[config.mk]
export PLATFORM = sky130hd
export DESIGN_NAME = ddc_top
export DESIGN_NICKNAME = d
export VERILOG_FILES = /design/src/hw/ddc_pkg.sv /design/src/hw/ddc_top.sv /design/src/hw/ddc_wave_gen.sv
export VERILOG_INCLUDE_DIRS = /design/src /design/src/hw
export SDC_FILE = /design/constraint.sdc
export NUM_CORES = 1
export LEC_CHECK = 0
export BUFFER_PORTS_ARGS = -buffer_cell sky130_fd_sc_hd__buf_2
export CORE_MARGIN = 2
export CORE_UTILIZATION = 40
export CTS_CLUSTER_SIZE = 10
export DETAILED_ROUTE_END_ITERATION = 10
export HOLD_SLACK_MARGIN = 0.08
export MAX_ROUTING_LAYER = met4
export PLACE_DENSITY = 0.59
export SLEW_MARGIN = 0
export SYNTH_ARGS = -nofsm -noshare
export SYNTH_HDL_FRONTEND = slang
export SYNTH_HIERARCHICAL = 1
export SYNTH_SLANG_ARGS = --single-unit
export TNS_END_PERCENT = 1
[constraint.sdc]
create_clock -name clk -period 5.04 [get_ports clk]
set_input_delay 0.756 -clock clk [delete_from_list [all_inputs] [get_ports clk]]
set_output_delay 0.756 -clock clk [all_outputs]
set_load 0.1 [all_outputs]
[src/hw/ddc_params.svh]
// Register offsets, field positions, reset values and timing counts
`ifndef DDC_PARAMS_SVH
`define DDC_PARAMS_SVH

// ******************************************************
// Register offsets (byte addresses)
// ******************************************************
`define DDC_OFS_CTRL 8'h00
`define DDC_OFS_SWTRIG 8'h04
`define DDC_OFS_CH1_R12 8'h08
`define DDC_OFS_CH1_L12 8'h0c
`define DDC_OFS_CH1_R8 8'h10
`define DDC_OFS_CH2_R12 8'h14
`define DDC_OFS_CH1_OUT 8'h2c
`define DDC_OFS_CH2_OUT 8'h30

// ******************************************************
// Control register fields
// ******************************************************
`define DDC_CH1_ON_BIT 0
`define DDC_CH1_BUF_OFF_BIT 1
`define DDC_CH1_TRIG_ON_BIT 2
`define DDC_CH1_TSEL_LSB 3
`define DDC_CH1_TSEL_MSB 5
`define DDC_CH1_WAVE_LSB 6
`define DDC_CH1_WAVE_MSB 7
`define DDC_CH1_MAMP_LSB 8
`define DDC_CH1_MAMP_MSB 11
`define DDC_CH1_DMA_BIT 12
`define DDC_CH1_UDRIE_BIT 13
`define DDC_CH2_ON_BIT 16
`define DDC_CH2_BUF_OFF_BIT 17
`define DDC_CTRL_WMASK 32'h00033fff

// ******************************************************
// Software trigger register fields
// ******************************************************
`define DDC_SW_CH1_BIT 0
`define DDC_SW_CH2_BIT 1

// ******************************************************
// Codes, reset values and timing
// ******************************************************
`define DDC_TSEL_EXT9 3'h6
`define DDC_TSEL_SOFT 3'h7
`define DDC_MAMP_FULL 4'hb
`define DDC_RESET_WORD 32'h00000000
`define DDC_LFSR_SEED 12'haaa
`define DDC_TRIG_CYCLES 3

`endif

[src/hw/ddc_pkg.sv]
// Types and shared helpers for the dual converter control block
`include "ddc_params.svh"

package ddc_pkg;

   typedef logic [11:0] ddc_sample_t;

   // Delay pipeline for hardware-triggered channel-one transfers
   typedef enum logic [1:0] {
      XFER_IDLE,
      XFER_WAIT1,
      XFER_WAIT2
   } ddc_xfer_e;

   // Mask of n+1 low ones; codes at or above full select all bits
   function automatic ddc_sample_t ddc_mask(input logic [3:0] code);
      ddc_sample_t m;
      m = 12'hfff;
      if (code < `DDC_MAMP_FULL) begin
         m = ddc_sample_t'((13'h0002 << code) - 13'h0001);
      end
      return m;
   endfunction : ddc_mask

endpackage : ddc_pkg

[src/hw/ddc_top.sv]
// Control and data-holding logic of the two-channel converter
`timescale 1ns/100ps

module ddc_top
   import ddc_pkg::*;
(
   input wire logic clk,
   input wire logic reset_n,
   input wire logic psel,
   input wire logic penable,
   input wire logic pwrite,
   input wire logic [7:0] paddr,
   input wire logic [31:0] pwdata,
   output logic [31:0] prdata,
   output logic pready,
   output logic pslverr,
   input wire logic [5:0] timer_trigger_out,
   input wire logic ext_line9,
   input wire logic ch1_underrun,
   output logic ch1_on,
   output logic ch1_buffer_off,
   output logic ch2_on,
   output logic ch2_buffer_off,
   output logic ch1_dma_on,
   output logic ch1_dma_req,
   output logic ch1_underrun_irq,
   output ddc_sample_t ch1_output_value,
   output ddc_sample_t ch2_output_value
);

   // ******************************************************
   // Declarations
   // ******************************************************
   logic [31:0] ctrl_ff;
   logic [1:0] soft_fire_ff;
   logic [1:0] nxt_soft_fire;
   ddc_sample_t ch1_hold_value_ff;
   ddc_sample_t ch2_hold_value_ff;
   ddc_sample_t ch1_out_ff;
   ddc_sample_t ch2_out_ff;
   ddc_xfer_e xfer_ff;
   ddc_xfer_e nxt_xfer;
   logic ch1_pend_ff;
   logic ch2_pend_ff;
   logic ch1_clr_ff;
   logic ch2_clr_ff;
   logic dma_req_ff;
   logic irq_ff;
   logic wr_en;
   logic wr_ch1;
   logic ch1_trigger_on;
   logic [2:0] ch1_trigger_source;
   logic [1:0] ch1_wave_select;
   logic [3:0] ch1_mask_amplitude;
   logic hw_event;
   logic soft_go1;
   logic soft_go2;
   logic load1;
   logic load2;
   logic trig_load1;
   ddc_sample_t wave_offset;

   // ******************************************************
   // Bus decode
   // ******************************************************
   // Byte lanes are not decoded: only word accesses are legal
   assign wr_en = psel && penable && pwrite;
   assign wr_ch1 = wr_en && (paddr == `DDC_OFS_CH1_R12 ||
                             paddr == `DDC_OFS_CH1_L12 ||
                             paddr == `DDC_OFS_CH1_R8);
   assign pready = 1'b1;
   assign pslverr = 1'b0;

   // ******************************************************
   // Control fields
   // ******************************************************
   assign ch1_on = ctrl_ff[`DDC_CH1_ON_BIT];
   assign ch1_buffer_off = ctrl_ff[`DDC_CH1_BUF_OFF_BIT];
   assign ch2_on = ctrl_ff[`DDC_CH2_ON_BIT];
   assign ch2_buffer_off = ctrl_ff[`DDC_CH2_BUF_OFF_BIT];
   assign ch1_dma_on = ctrl_ff[`DDC_CH1_DMA_BIT];
   assign ch1_trigger_on = ctrl_ff[`DDC_CH1_TRIG_ON_BIT];
   assign ch1_trigger_source =
      ctrl_ff[`DDC_CH1_TSEL_MSB:`DDC_CH1_TSEL_LSB];
   assign ch1_wave_select = ctrl_ff[`DDC_CH1_WAVE_MSB:`DDC_CH1_WAVE_LSB];
   assign ch1_mask_amplitude =
      ctrl_ff[`DDC_CH1_MAMP_MSB:`DDC_CH1_MAMP_LSB];
   assign ch1_dma_req = dma_req_ff;
   assign ch1_underrun_irq = irq_ff;
   assign ch1_output_value = ch1_out_ff;
   assign ch2_output_value = ch2_out_ff;

   always_ff @(posedge clk) begin
      if (!reset_n) begin
         ctrl_ff <= `DDC_RESET_WORD;
      end else if (wr_en && paddr == `DDC_OFS_CTRL) begin
         ctrl_ff <= pwdata & `DDC_CTRL_WMASK;
      end
   end

   // ******************************************************
   // Holding values
   // ******************************************************
   always_ff @(posedge clk) begin
      if (!reset_n) begin
         ch1_hold_value_ff <= 12'h000;
      end else if (wr_ch1) begin
         // Last write of any format wins
         unique case (paddr)
            `DDC_OFS_CH1_R12: ch1_hold_value_ff <= pwdata[11:0];
            `DDC_OFS_CH1_L12: ch1_hold_value_ff <= pwdata[15:4];
            default: ch1_hold_value_ff <= {pwdata[7:0], 4'h0};
         endcase
      end
   end

   always_ff @(posedge clk) begin
      if (!reset_n) begin
         ch2_hold_value_ff <= 12'h000;
      end else if (wr_en && paddr == `DDC_OFS_CH2_R12) begin
         ch2_hold_value_ff <= pwdata[11:0];
      end
   end

   // ******************************************************
   // Software trigger register
   // ******************************************************
   // A new fire written in the clearing cycle survives the clear
   always_comb begin
      nxt_soft_fire = soft_fire_ff;
      if (ch1_clr_ff) begin
         nxt_soft_fire[`DDC_SW_CH1_BIT] = 1'b0;
      end
      if (ch2_clr_ff) begin
         nxt_soft_fire[`DDC_SW_CH2_BIT] = 1'b0;
      end
      if (wr_en && paddr == `DDC_OFS_SWTRIG) begin
         nxt_soft_fire = nxt_soft_fire | pwdata[1:0];
      end
   end

   always_ff @(posedge clk) begin
      if (!reset_n) begin
         soft_fire_ff <= 2'b00;
      end else begin
         soft_fire_ff <= nxt_soft_fire;
      end
   end

   // ******************************************************
   // Channel-one trigger selection and delay
   // ******************************************************
   always_comb begin
      unique case (ch1_trigger_source)
         `DDC_TSEL_EXT9: hw_event = ext_line9;
         `DDC_TSEL_SOFT: hw_event = 1'b0;
         default: hw_event = timer_trigger_out[ch1_trigger_source];
      endcase
   end

   // Events arriving during a pending transfer are dropped
   always_comb begin
      nxt_xfer = xfer_ff;
      unique case (xfer_ff)
         XFER_IDLE: begin
            if (ch1_trigger_on && hw_event) begin
               nxt_xfer = XFER_WAIT1;
            end
         end
         XFER_WAIT1: nxt_xfer = XFER_WAIT2;
         XFER_WAIT2: nxt_xfer = XFER_IDLE;
         // Fourth code is never entered; fall back to idle if upset
         default: nxt_xfer = XFER_IDLE;
      endcase
      if (!ch1_trigger_on) begin
         nxt_xfer = XFER_IDLE;
      end
   end

   always_ff @(posedge clk) begin
      if (!reset_n) begin
         xfer_ff <= XFER_IDLE;
      end else begin
         xfer_ff <= nxt_xfer;
      end
   end

   // Masking the fire bit until its clear stops a second load
   assign soft_go1 = ch1_trigger_on &&
                     ch1_trigger_source == `DDC_TSEL_SOFT &&
                     soft_fire_ff[`DDC_SW_CH1_BIT] && !ch1_clr_ff;
   assign trig_load1 = (xfer_ff == XFER_WAIT2 && ch1_trigger_on) || soft_go1;
   assign load1 = (ch1_pend_ff && !ch1_trigger_on) || trig_load1;
   assign soft_go2 = soft_fire_ff[`DDC_SW_CH2_BIT] && !ch2_clr_ff;
   assign load2 = ch2_pend_ff || soft_go2;

   always_ff @(posedge clk) begin
      if (!reset_n) begin
         ch1_pend_ff <= 1'b0;
         ch2_pend_ff <= 1'b0;
      end else begin
         ch1_pend_ff <= wr_ch1;
         ch2_pend_ff <= wr_en && paddr == `DDC_OFS_CH2_R12;
      end
   end

   always_ff @(posedge clk) begin
      if (!reset_n) begin
         ch1_clr_ff <= 1'b0;
         ch2_clr_ff <= 1'b0;
      end else begin
         ch1_clr_ff <= soft_go1;
         ch2_clr_ff <= soft_go2;
      end
   end

   // ******************************************************
   // Output registers
   // ******************************************************
   ddc_wave_gen u_wave (
      .clk(clk),
      .reset_n(reset_n),
      .wave_select(ch1_trigger_on ? ch1_wave_select : 2'b00),
      .mask_amplitude(ch1_mask_amplitude),
      .step(trig_load1),
      .offset(wave_offset)
   );

   always_ff @(posedge clk) begin
      if (!reset_n) begin
         ch1_out_ff <= 12'h000;
      end else if (load1) begin
         // Sum wraps at twelve bits; no saturation is applied
         ch1_out_ff <= ch1_hold_value_ff + wave_offset;
      end
   end

   always_ff @(posedge clk) begin
      if (!reset_n) begin
         ch2_out_ff <= 12'h000;
      end else if (load2) begin
         ch2_out_ff <= ch2_hold_value_ff;
      end
   end

   // ******************************************************
   // DMA request and underrun interrupt
   // ******************************************************
   always_ff @(posedge clk) begin
      if (!reset_n) begin
         dma_req_ff <= 1'b0;
         irq_ff <= 1'b0;
      end else begin
         dma_req_ff <= ch1_dma_on && trig_load1;
         irq_ff <= ch1_underrun && ctrl_ff[`DDC_CH1_UDRIE_BIT];
      end
   end

   // ******************************************************
   // Read data
   // ******************************************************
   always_comb begin
      prdata = 32'h00000000;
      if (psel && !pwrite) begin
         unique case (paddr)
            `DDC_OFS_CTRL: prdata = ctrl_ff;
            `DDC_OFS_SWTRIG: prdata = {30'h0, soft_fire_ff};
            `DDC_OFS_CH1_R12: prdata = {20'h0, ch1_hold_value_ff};
            `DDC_OFS_CH1_L12: prdata = {16'h0, ch1_hold_value_ff, 4'h0};
            `DDC_OFS_CH1_R8: prdata = {24'h0, ch1_hold_value_ff[11:4]};
            `DDC_OFS_CH2_R12: prdata = {20'h0, ch2_hold_value_ff};
            `DDC_OFS_CH1_OUT: prdata = {20'h0, ch1_out_ff};
            `DDC_OFS_CH2_OUT: prdata = {20'h0, ch2_out_ff};
            default: prdata = 32'h00000000;
         endcase
      end
   end

endmodule : ddc_top

[src/hw/ddc_wave_gen.sv]
// Noise and triangle offset generator for channel one
`timescale 1ns/100ps

module ddc_wave_gen
   import ddc_pkg::*;
(
   input wire logic clk,
   input wire logic reset_n,
   input wire logic [1:0] wave_select,
   input wire logic [3:0] mask_amplitude,
   input wire logic step,
   output ddc_sample_t offset
);

   ddc_sample_t lfsr_ff;
   ddc_sample_t tri_ff;
   logic tri_down_ff;
   ddc_sample_t limit;
   logic feedback;

   assign limit = ddc_mask(mask_amplitude);
   assign feedback = lfsr_ff[11] ^ lfsr_ff[5] ^ lfsr_ff[3] ^ lfsr_ff[0];

   // ******************************************************
   // Offset selection
   // ******************************************************
   always_comb begin
      unique case (wave_select)
         2'b00: offset = 12'h000;
         2'b01: offset = lfsr_ff & limit;
         default: offset = tri_ff;
      endcase
   end

   // ******************************************************
   // Noise register
   // ******************************************************
   always_ff @(posedge clk) begin
      if (!reset_n) begin
         lfsr_ff <= `DDC_LFSR_SEED;
      end else if (step && wave_select == 2'b01) begin
         lfsr_ff <= {lfsr_ff[10:0], feedback};
      end
   end

   // ******************************************************
   // Triangle counter
   // ******************************************************
   always_ff @(posedge clk) begin
      if (!reset_n) begin
         tri_ff <= 12'h000;
         tri_down_ff <= 1'b0;
      end else if (step && wave_select[1]) begin
         // Peak may shrink under the counter; turn down at once then
         if (!tri_down_ff && tri_ff >= limit) begin
            tri_down_ff <= 1'b1;
            tri_ff <= tri_ff - 12'h001;
         end else if (tri_down_ff && tri_ff == 12'h000) begin
            tri_down_ff <= 1'b0;
            tri_ff <= 12'h001;
         end else if (tri_down_ff) begin
            tri_ff <= tri_ff - 12'h001;
         end else begin
            tri_ff <= tri_ff + 12'h001;
         end
      end
   end

endmodule : ddc_wave_gen
# After elaboration in Yosys (flattened, before gate mapping)
# Index checks and enable logic that the tools add are counted.
# Widths: inputs -> output; s select.
[word_totals] ff_bits=99 latchBits=0 mem_bits_rw=0 mem_bits_ro=0 inputBits=53 out_inout_bits=65 wordCells=98 memories=0
[classes] add_sub_neg=4 multipliers=0 div=0 n_lt_le_gt_ge=3 eq_ne=13 shift=1 muxes=19 bitwise=5 reduce_logical=37
[ops] op="$pmux 18 s8" n=1
[ops] op="$mux 12" n=4
[ops] op="$pmux 12 s2" n=2
[ops] op="$sub 12x1->12 const B" n=2
[ops] op="$logic_and 1x1->1" n=20
[ops] op="$mux 18" n=1
[ops] op="$eq 8x4->1 const B" n=2
[ops] op="$eq 8x5->1 const B" n=2
[ops] op="$eq 8x6->1 const B" n=2
[ops] op="$add 12x1->12 const B" n=1
[ops] op="$add 12x12->12" n=1
[ops] op="$and 12x12->12" n=1
[ops] op="$ge 12x12->1" n=1
[ops] op="$logic_not 12->1" n=1
[ops] op="$shl 2x4->12 const A" n=1
[ops] op="$eq 8x3->1 const B" n=1
[ops] op="$logic_not 8->1" n=1
[ops] op="$eq 3x3->1 const B" n=2
[ops] op="$mux 2" n=3
[ops] op="$logic_not 1->1" n=5
[ops] op="$logic_or 1x1->1" n=5
[ops] op="$mux 1" n=5
[ops] op="$eq 2x1->1 const B" n=2
[ops] op="$logic_not 2->1" n=2
[ops] op="other kinds (11)" n=14

# Logic depth before layout (Yosys ltp)
[depth] ltp_word=7 depth_mapped=18 ltp_nobuf=15

# Hierarchy
# Netlist, hierarchy kept.
[by_module_without_submodules] module="ddc_top" n_inst=1 cells_each=539 area_each_um2=4357.9 seq_area_each_um2=1481.4
[by_module_without_submodules] module="ddc_wave_gen" n_inst=1 cells_each=331 area_each_um2=2343.5 seq_area_each_um2=500.5

# Least setup slack after synthesis
# Ideal clock, no wire load.
[synth_path] path_kind="input-to-output" start="input port paddr[2]" end="output port prdata[5]" arrival_time_ns=3.536 required_time_ns=4.284 slack_ns=0.748 path_stages=7 n_path_buf=3 path_cell_list="buf_4 > or3b_4 > buf_6 > nor3_4 > buf_4 > a22oi_1 > a31oi_1"
[synth_between] elab_chain_len=3 word_cells_on_any_way=10 cone_classes="eq/ne: 7; mux: 2; reduce/logical: 1"
[synth_rtl] element="start: declaration" line="ddc_top.sv:12" rtl="input wire logic [7:0] paddr,"
[synth_rtl] element="$eq 8x6->1 (tied with other cells)" line="ddc_top.sv:265" rtl="unique case (paddr)"
[synth_rtl] element="$pmux 18 s8 (*)" line="ddc_top.sv:265"
[synth_rtl] element="$mux 18 (*)" line="ddc_top.sv:264" rtl="if (psel && !pwrite) begin"
[synth_rtl] element="end: declaration" line="ddc_top.sv:14" rtl="output logic [31:0] prdata,"
# Mark *: on every way between the ends. The rest lies on a longest branch, timed or not.

# Final worst setup path
[layout_path] start="register ctrl_ff[11]" end="register ch1_out_ff[10], in the netlist ch1_output_value[10]"
[layout_between] elab_chain_len=6 word_cells_on_any_way=7 cone_classes="add/sub: 2; order compare: 1; shift: 1; mux: 2; bitwise: 1"
[layout_rtl] element="start: declaration" line="ddc_top.sv:34" rtl="logic [31:0] ctrl_ff;"
[layout_rtl] element="start signal: assignment" line="ddc_top.sv:95" rtl="ctrl_ff <= `DDC_RESET_WORD;"
[layout_rtl] element="start signal: assignment" line="ddc_top.sv:97" rtl="ctrl_ff <= pwdata & `DDC_CTRL_WMASK;"
[layout_rtl] element="$shl 2x4->12" line="ddc_pkg.sv:20" rtl="m = ddc_sample_t'((13'h0002 << code) - 13'h0001);"
[layout_rtl] element="$sub 12x1->12" line="ddc_pkg.sv:20"
[layout_rtl] element="$mux 12 (*)" line="ddc_pkg.sv:19" rtl="if (code < `DDC_MAMP_FULL) begin"
[layout_rtl] element="$and 12x12->12 (*)" line="ddc_wave_gen.sv:30" rtl="2'b01: offset = lfsr_ff & limit;"
[layout_rtl] element="$pmux 12 s2 (*)" line="ddc_wave_gen.sv:28" rtl="unique case (wave_select)"
[layout_rtl] element="via wave_offset[3]" line="ddc_top.sv:61" rtl="ddc_sample_t wave_offset;"
[layout_rtl] element="$add 12x12->12 (*)" line="ddc_top.sv:234" rtl="ch1_out_ff <= ch1_hold_value_ff + wave_offset;"
[layout_rtl] element="end signal: assignment" line="ddc_top.sv:234"
[layout_rtl] element="end: declaration" line="ddc_top.sv:39" rtl="ddc_sample_t ch1_out_ff;"
# The timed path passes the listed nets; every way through them passes the cells marked *.
# A chain may end at the register's enable or synchronous reset.

==> reports/qor.log <==
qor: status.run_status finished, final reports clean
qor: min_path.min-delay-path-class reg2reg
qor: clock_tree.clkSlewWorstSetupHoldPaths 0.08 ns
qor: placement.portBuffers 87
qor: worst_setup_path.data_required_time_of_the_critical_path 5.27 ns
qor: placement.post_detailed_placement_half_perimeter_wirelength 15300 µm
qor: route.postRouteAntennaNets 0
qor: worst_setup_path.timing.setup.critical_path_class reg2reg
qor: synth.ys_seq_elements 99
qor: worst_setup_path.r2r.worst_path.cells 15
qor: timing.finalClockSkew 0.0124 ns
qor: clock_tree.clock_sinks 99
qor: placement.gp_routability_congestion 0.896
qor: clock_tree.cts_root_buf clkbuf_16
qor: cells_and_area.area_growth_syn_to_layout 10.9%
qor: clock_tree.hold_fix_buffers_at_cts 0
qor: synth.seq_total_area_yosys 29.6%
qor: global_routing.first_global_vias 5896
qor: pwr.leakagePower 2.83 nW
qor: route.routedWlPerCell 18.4 µm
qor: cells_and_area.postLayoutCellArea 0.00743 mm²
qor: min_path.min_delay_worst_endpoint xfer_ff[1]
qor: timing.worst-slew-pin-transition 1.23 ns
qor: worst_setup_path.critical_path.endpoint_type flop
qor: cells_and_area.nNetsFinal 1000
qor: worst_setup_path.r2r_start ctrl_ff[11]
qor: route.post-route-drc-count 0
qor: synth.syn-mean-instance-area 7.70 µm²
qor: timing.fin_crit 4.21 ns
qor: synth.synth_enable_flop_cells 0
qor: route.route.detailed.vias_per_inst 5.81
qor: cells_and_area.insertedDiodeCount 0
qor: worst_setup_path.r2r-end ch1_output_value[10]
qor: clock_tree.cts_post_setup_buffers_inserted 0
qor: worst_setup_path.worst_setup_path_start_kind flop
qor: placement.post_place_cell_area 0.00714 mm²
qor: pwr.p_per_area 244 mW/mm²
qor: timing.timing_max_transition_violations_final 0
qor: synth.post_synth_instance_area 0.00670 mm²
qor: global_routing.global_route.usage.total 24.1%
qor: floorplanning.core.rowCount 47
qor: floorplanning.effective_utilization_at_floorplan 40.7%
qor: synth.syn_inst 870
qor: global_routing.grt_overflow 0
qor: timing.fin_setup_tns 0 ns
qor: timing.maxSlewHeadroom 17.7%
qor: clock_tree.clock_path_buffers 2
qor: floorplanning.die-area 0.0178 mm²
qor: timing.fmax 0.237 GHz
qor: timing.setup_viol 0
qor: synth.ys.warnings.count 6
qor: worst_setup_path.critPathArrivalTime 4.44 ns
qor: pwr.total_power 1.81 mW
qor: clock_tree.tritoncts built
qor: worst_setup_path.critPathMaxFanout 15
qor: floorplanning.core_area 0.0165 mm²
qor: timing.grt_setup_unrepaired false
qor: clock_tree.cts-buffers-inserted 9
qor: route.wirelength 21000 µm
qor: global_routing.grt_start_max_net_pins 64
qor: cells_and_area.layout-drive-gt1-share 18.1%
qor: route.drt_iter0_drc 582
qor: floorplanning.die_width 133 µm
qor: flow_run.drv_cap 0
qor: pwr.ir_worst_vdd 0.172 mV
qor: synth.synthArstFlopShare 0%
qor: floorplanning.pin_count 118
qor: timing.hold_violations 0
qor: timing.finalCritPeriodShare 83.6%
qor: synth.synthFlopType dfxtp_1
qor: route.route.vias.total 6648
qor: min_path.whs_path_depth 1
qor: floorplanning.die_y 133 µm
qor: global_routing.grt_antenna_before_repair 0
qor: global_routing.wire_length_of_the_first_global_routing_pass 33000 µm
qor: min_path.worst_hold_startpoint xfer_ff[1]
qor: clock_tree.post_cts.resized_instances 0
qor: synth.synth_cell_types 84
qor: route.first_pass_iters 5
qor: clock_tree.htreeDepth 3
qor: clock_tree.clkLatencyLatePin 0.36 ns
qor: worst_setup_path.timing.reg2reg.setup_slack 0.83 ns
==> sequential cells by signal (all words and copies together), names as in the netlist <==
signal	count
ch1_clr_ff	1
ch1_dma_req	1
ch1_hold_value_ff	12
ch1_output_value	12
ch1_pend_ff	1
ch1_underrun_irq	1
ch2_clr_ff	1
ch2_hold_value_ff	12
ch2_output_value	12
ch2_pend_ff	1
ctrl_ff	16
soft_fire_ff	2
u_wave/lfsr_ff	12
u_wave/tri_down_ff	1
u_wave/tri_ff	12
xfer_ff	2
==> how the worst max path moves through the flow <==
stage	slack [ns]	end	startpoint
2_1_floorplan	0.75	prdata[5]	paddr[2]
3_3_place_gp	0.85	ch1_output_value[10]	ctrl_ff[11]
3_5_place_dp	0.89	ch1_output_value[10]	ctrl_ff[11]
4_1_cts	0.88	ch1_output_value[10]	ctrl_ff[11]
5_1_grt	0.38	ch1_output_value[10]	ctrl_ff[11]
6_report	0.83	ch1_output_value[10]	ctrl_ff[11]
==> Yosys cell counts (all sizes together), types with 7 or more instances <==
library cell / instances / area share [%]
nand2: 182 / 10
a21oi: 107 / 8.3
dfxtp: 99 / 30
buf: 48 / 5.0
nor2: 46 / 2.7
nand3: 39 / 2.9
o21ai: 30 / 2.2
clkbuf: 26 / 1.5
ha: 25 / 4.7
nor3: 22 / 2.6
a22oi: 15 / 1.7
a31oi: 14 / 1.4
inv: 14 / 0.78
and3: 13 / 1.2
mux2: 13 / 2.2
mux2i: 13 / 1.9
o211ai: 11 / 1.2
o31ai: 11 / 1.2
nor4: 9 / 1.5
or3: 9 / 0.91
a211oi: 8 / 0.90
a221oi: 8 / 1.1
a222oi: 8 / 1.2
xnor2: 7 / 0.91
xor2: 7 / 0.91
==> cells in the final DEF (no fill, tap or decap), types with 8 or more instances in the layout <==
cell type  instances
and3_1            13
a22oi_1           15
clkbuf_16          9
o31ai_1           11
nor2_1            44
buf_4             13
a222oi_1           8
nand2_1          180
inv_1             13
a21oi_1          102
mux2_2            13
mux2i_1           13
nor3_1            14
ha_1              25
conb_1            16
o211ai_1          11
dfxtp_1           99
buf_2             87
o21ai_0           29
or3_1              8
a211oi_1           8
nand3_1           39
a31oi_1           13
==> metrics by stage <==
step           cells  hold slack [ns]  worst slack (ns)  util (%)
2_1_floorplan    884            0.403             0.748         -
3_3_place_gp    1130            0.431             0.852      43.3
3_5_place_dp    1130            0.446             0.893      43.3
4_1_cts         1145            0.457             0.878      45.1
5_1_grt         1145            0.489             0.375      45.1
6_report        1145            0.458             0.828      45.1
==> report_power, final <==
group	switching (mW)	leakage, nW	internal [mW]
Clock	0.339	0.144	0.389
Combinational	0.198	1.89	0.0877
Sequential	0.0151	0.797	0.786
Total	0.552	2.83	1.26
==> kinds of logic (layout without fill, tap and decap cells) <==
family | count (synthesis) | in the layout | share of synthesized area (%)
buf+inv | 89 | 130 | 7.32
compound gates | 247 | 247 | 23.9
other cells | 2 | 16 | 0.112
xor+xnor | 14 | 14 | 1.83
flops | 99 | 99 | 29.6
fa+ha+maj | 26 | 26 | 4.97
mux | 27 | 27 | 4.46
simple gates | 366 | 366 | 27.8
==> worst max-delay path, stage by stage, from the launching register on <==
cell,delay (ns)
dfxtp_1,0.69
nor2_1,0.21
nand3_1,0.13
ha_1,0.33
inv_1,0.15
nor2_1,0.20
a21oi_1,0.10
o22a_1,0.17
o32ai_1,0.26
o31ai_1,0.15
ha_1,0.39
nand2_1,0.06
o21ai_0,0.41
a21boi_2,0.12
o21a_1,0.19
or4_1,0.51
==> per-layer routing <==
metal / up-vias / part of all wire, % / GRT usage, % / wire length [µm]
li1: 3230 / - / - / -
met1: 3170 / 49 / 35.8 / 10300
met2: 226 / 43 / 34.1 / 9030
met3: 22 / 6.7 / 3.81 / 1400
met4: 0 / 1.3 / 5.85 / 269
met5: - / 0 / - / 0
==> cell type report <==
type | instances | area, µm²
multi-input combinational | 696 | 4290
timing repair buffer | 100 | 533
fill | 1734 | 9030
sequential | 99 | 1980
clock buffer | 9 | 225
tap | 220 | 275
clock inverter | 6 | 71.3
inverter | 15 | 56.3
No activity file was read; power rests on OpenSTA's default activity.
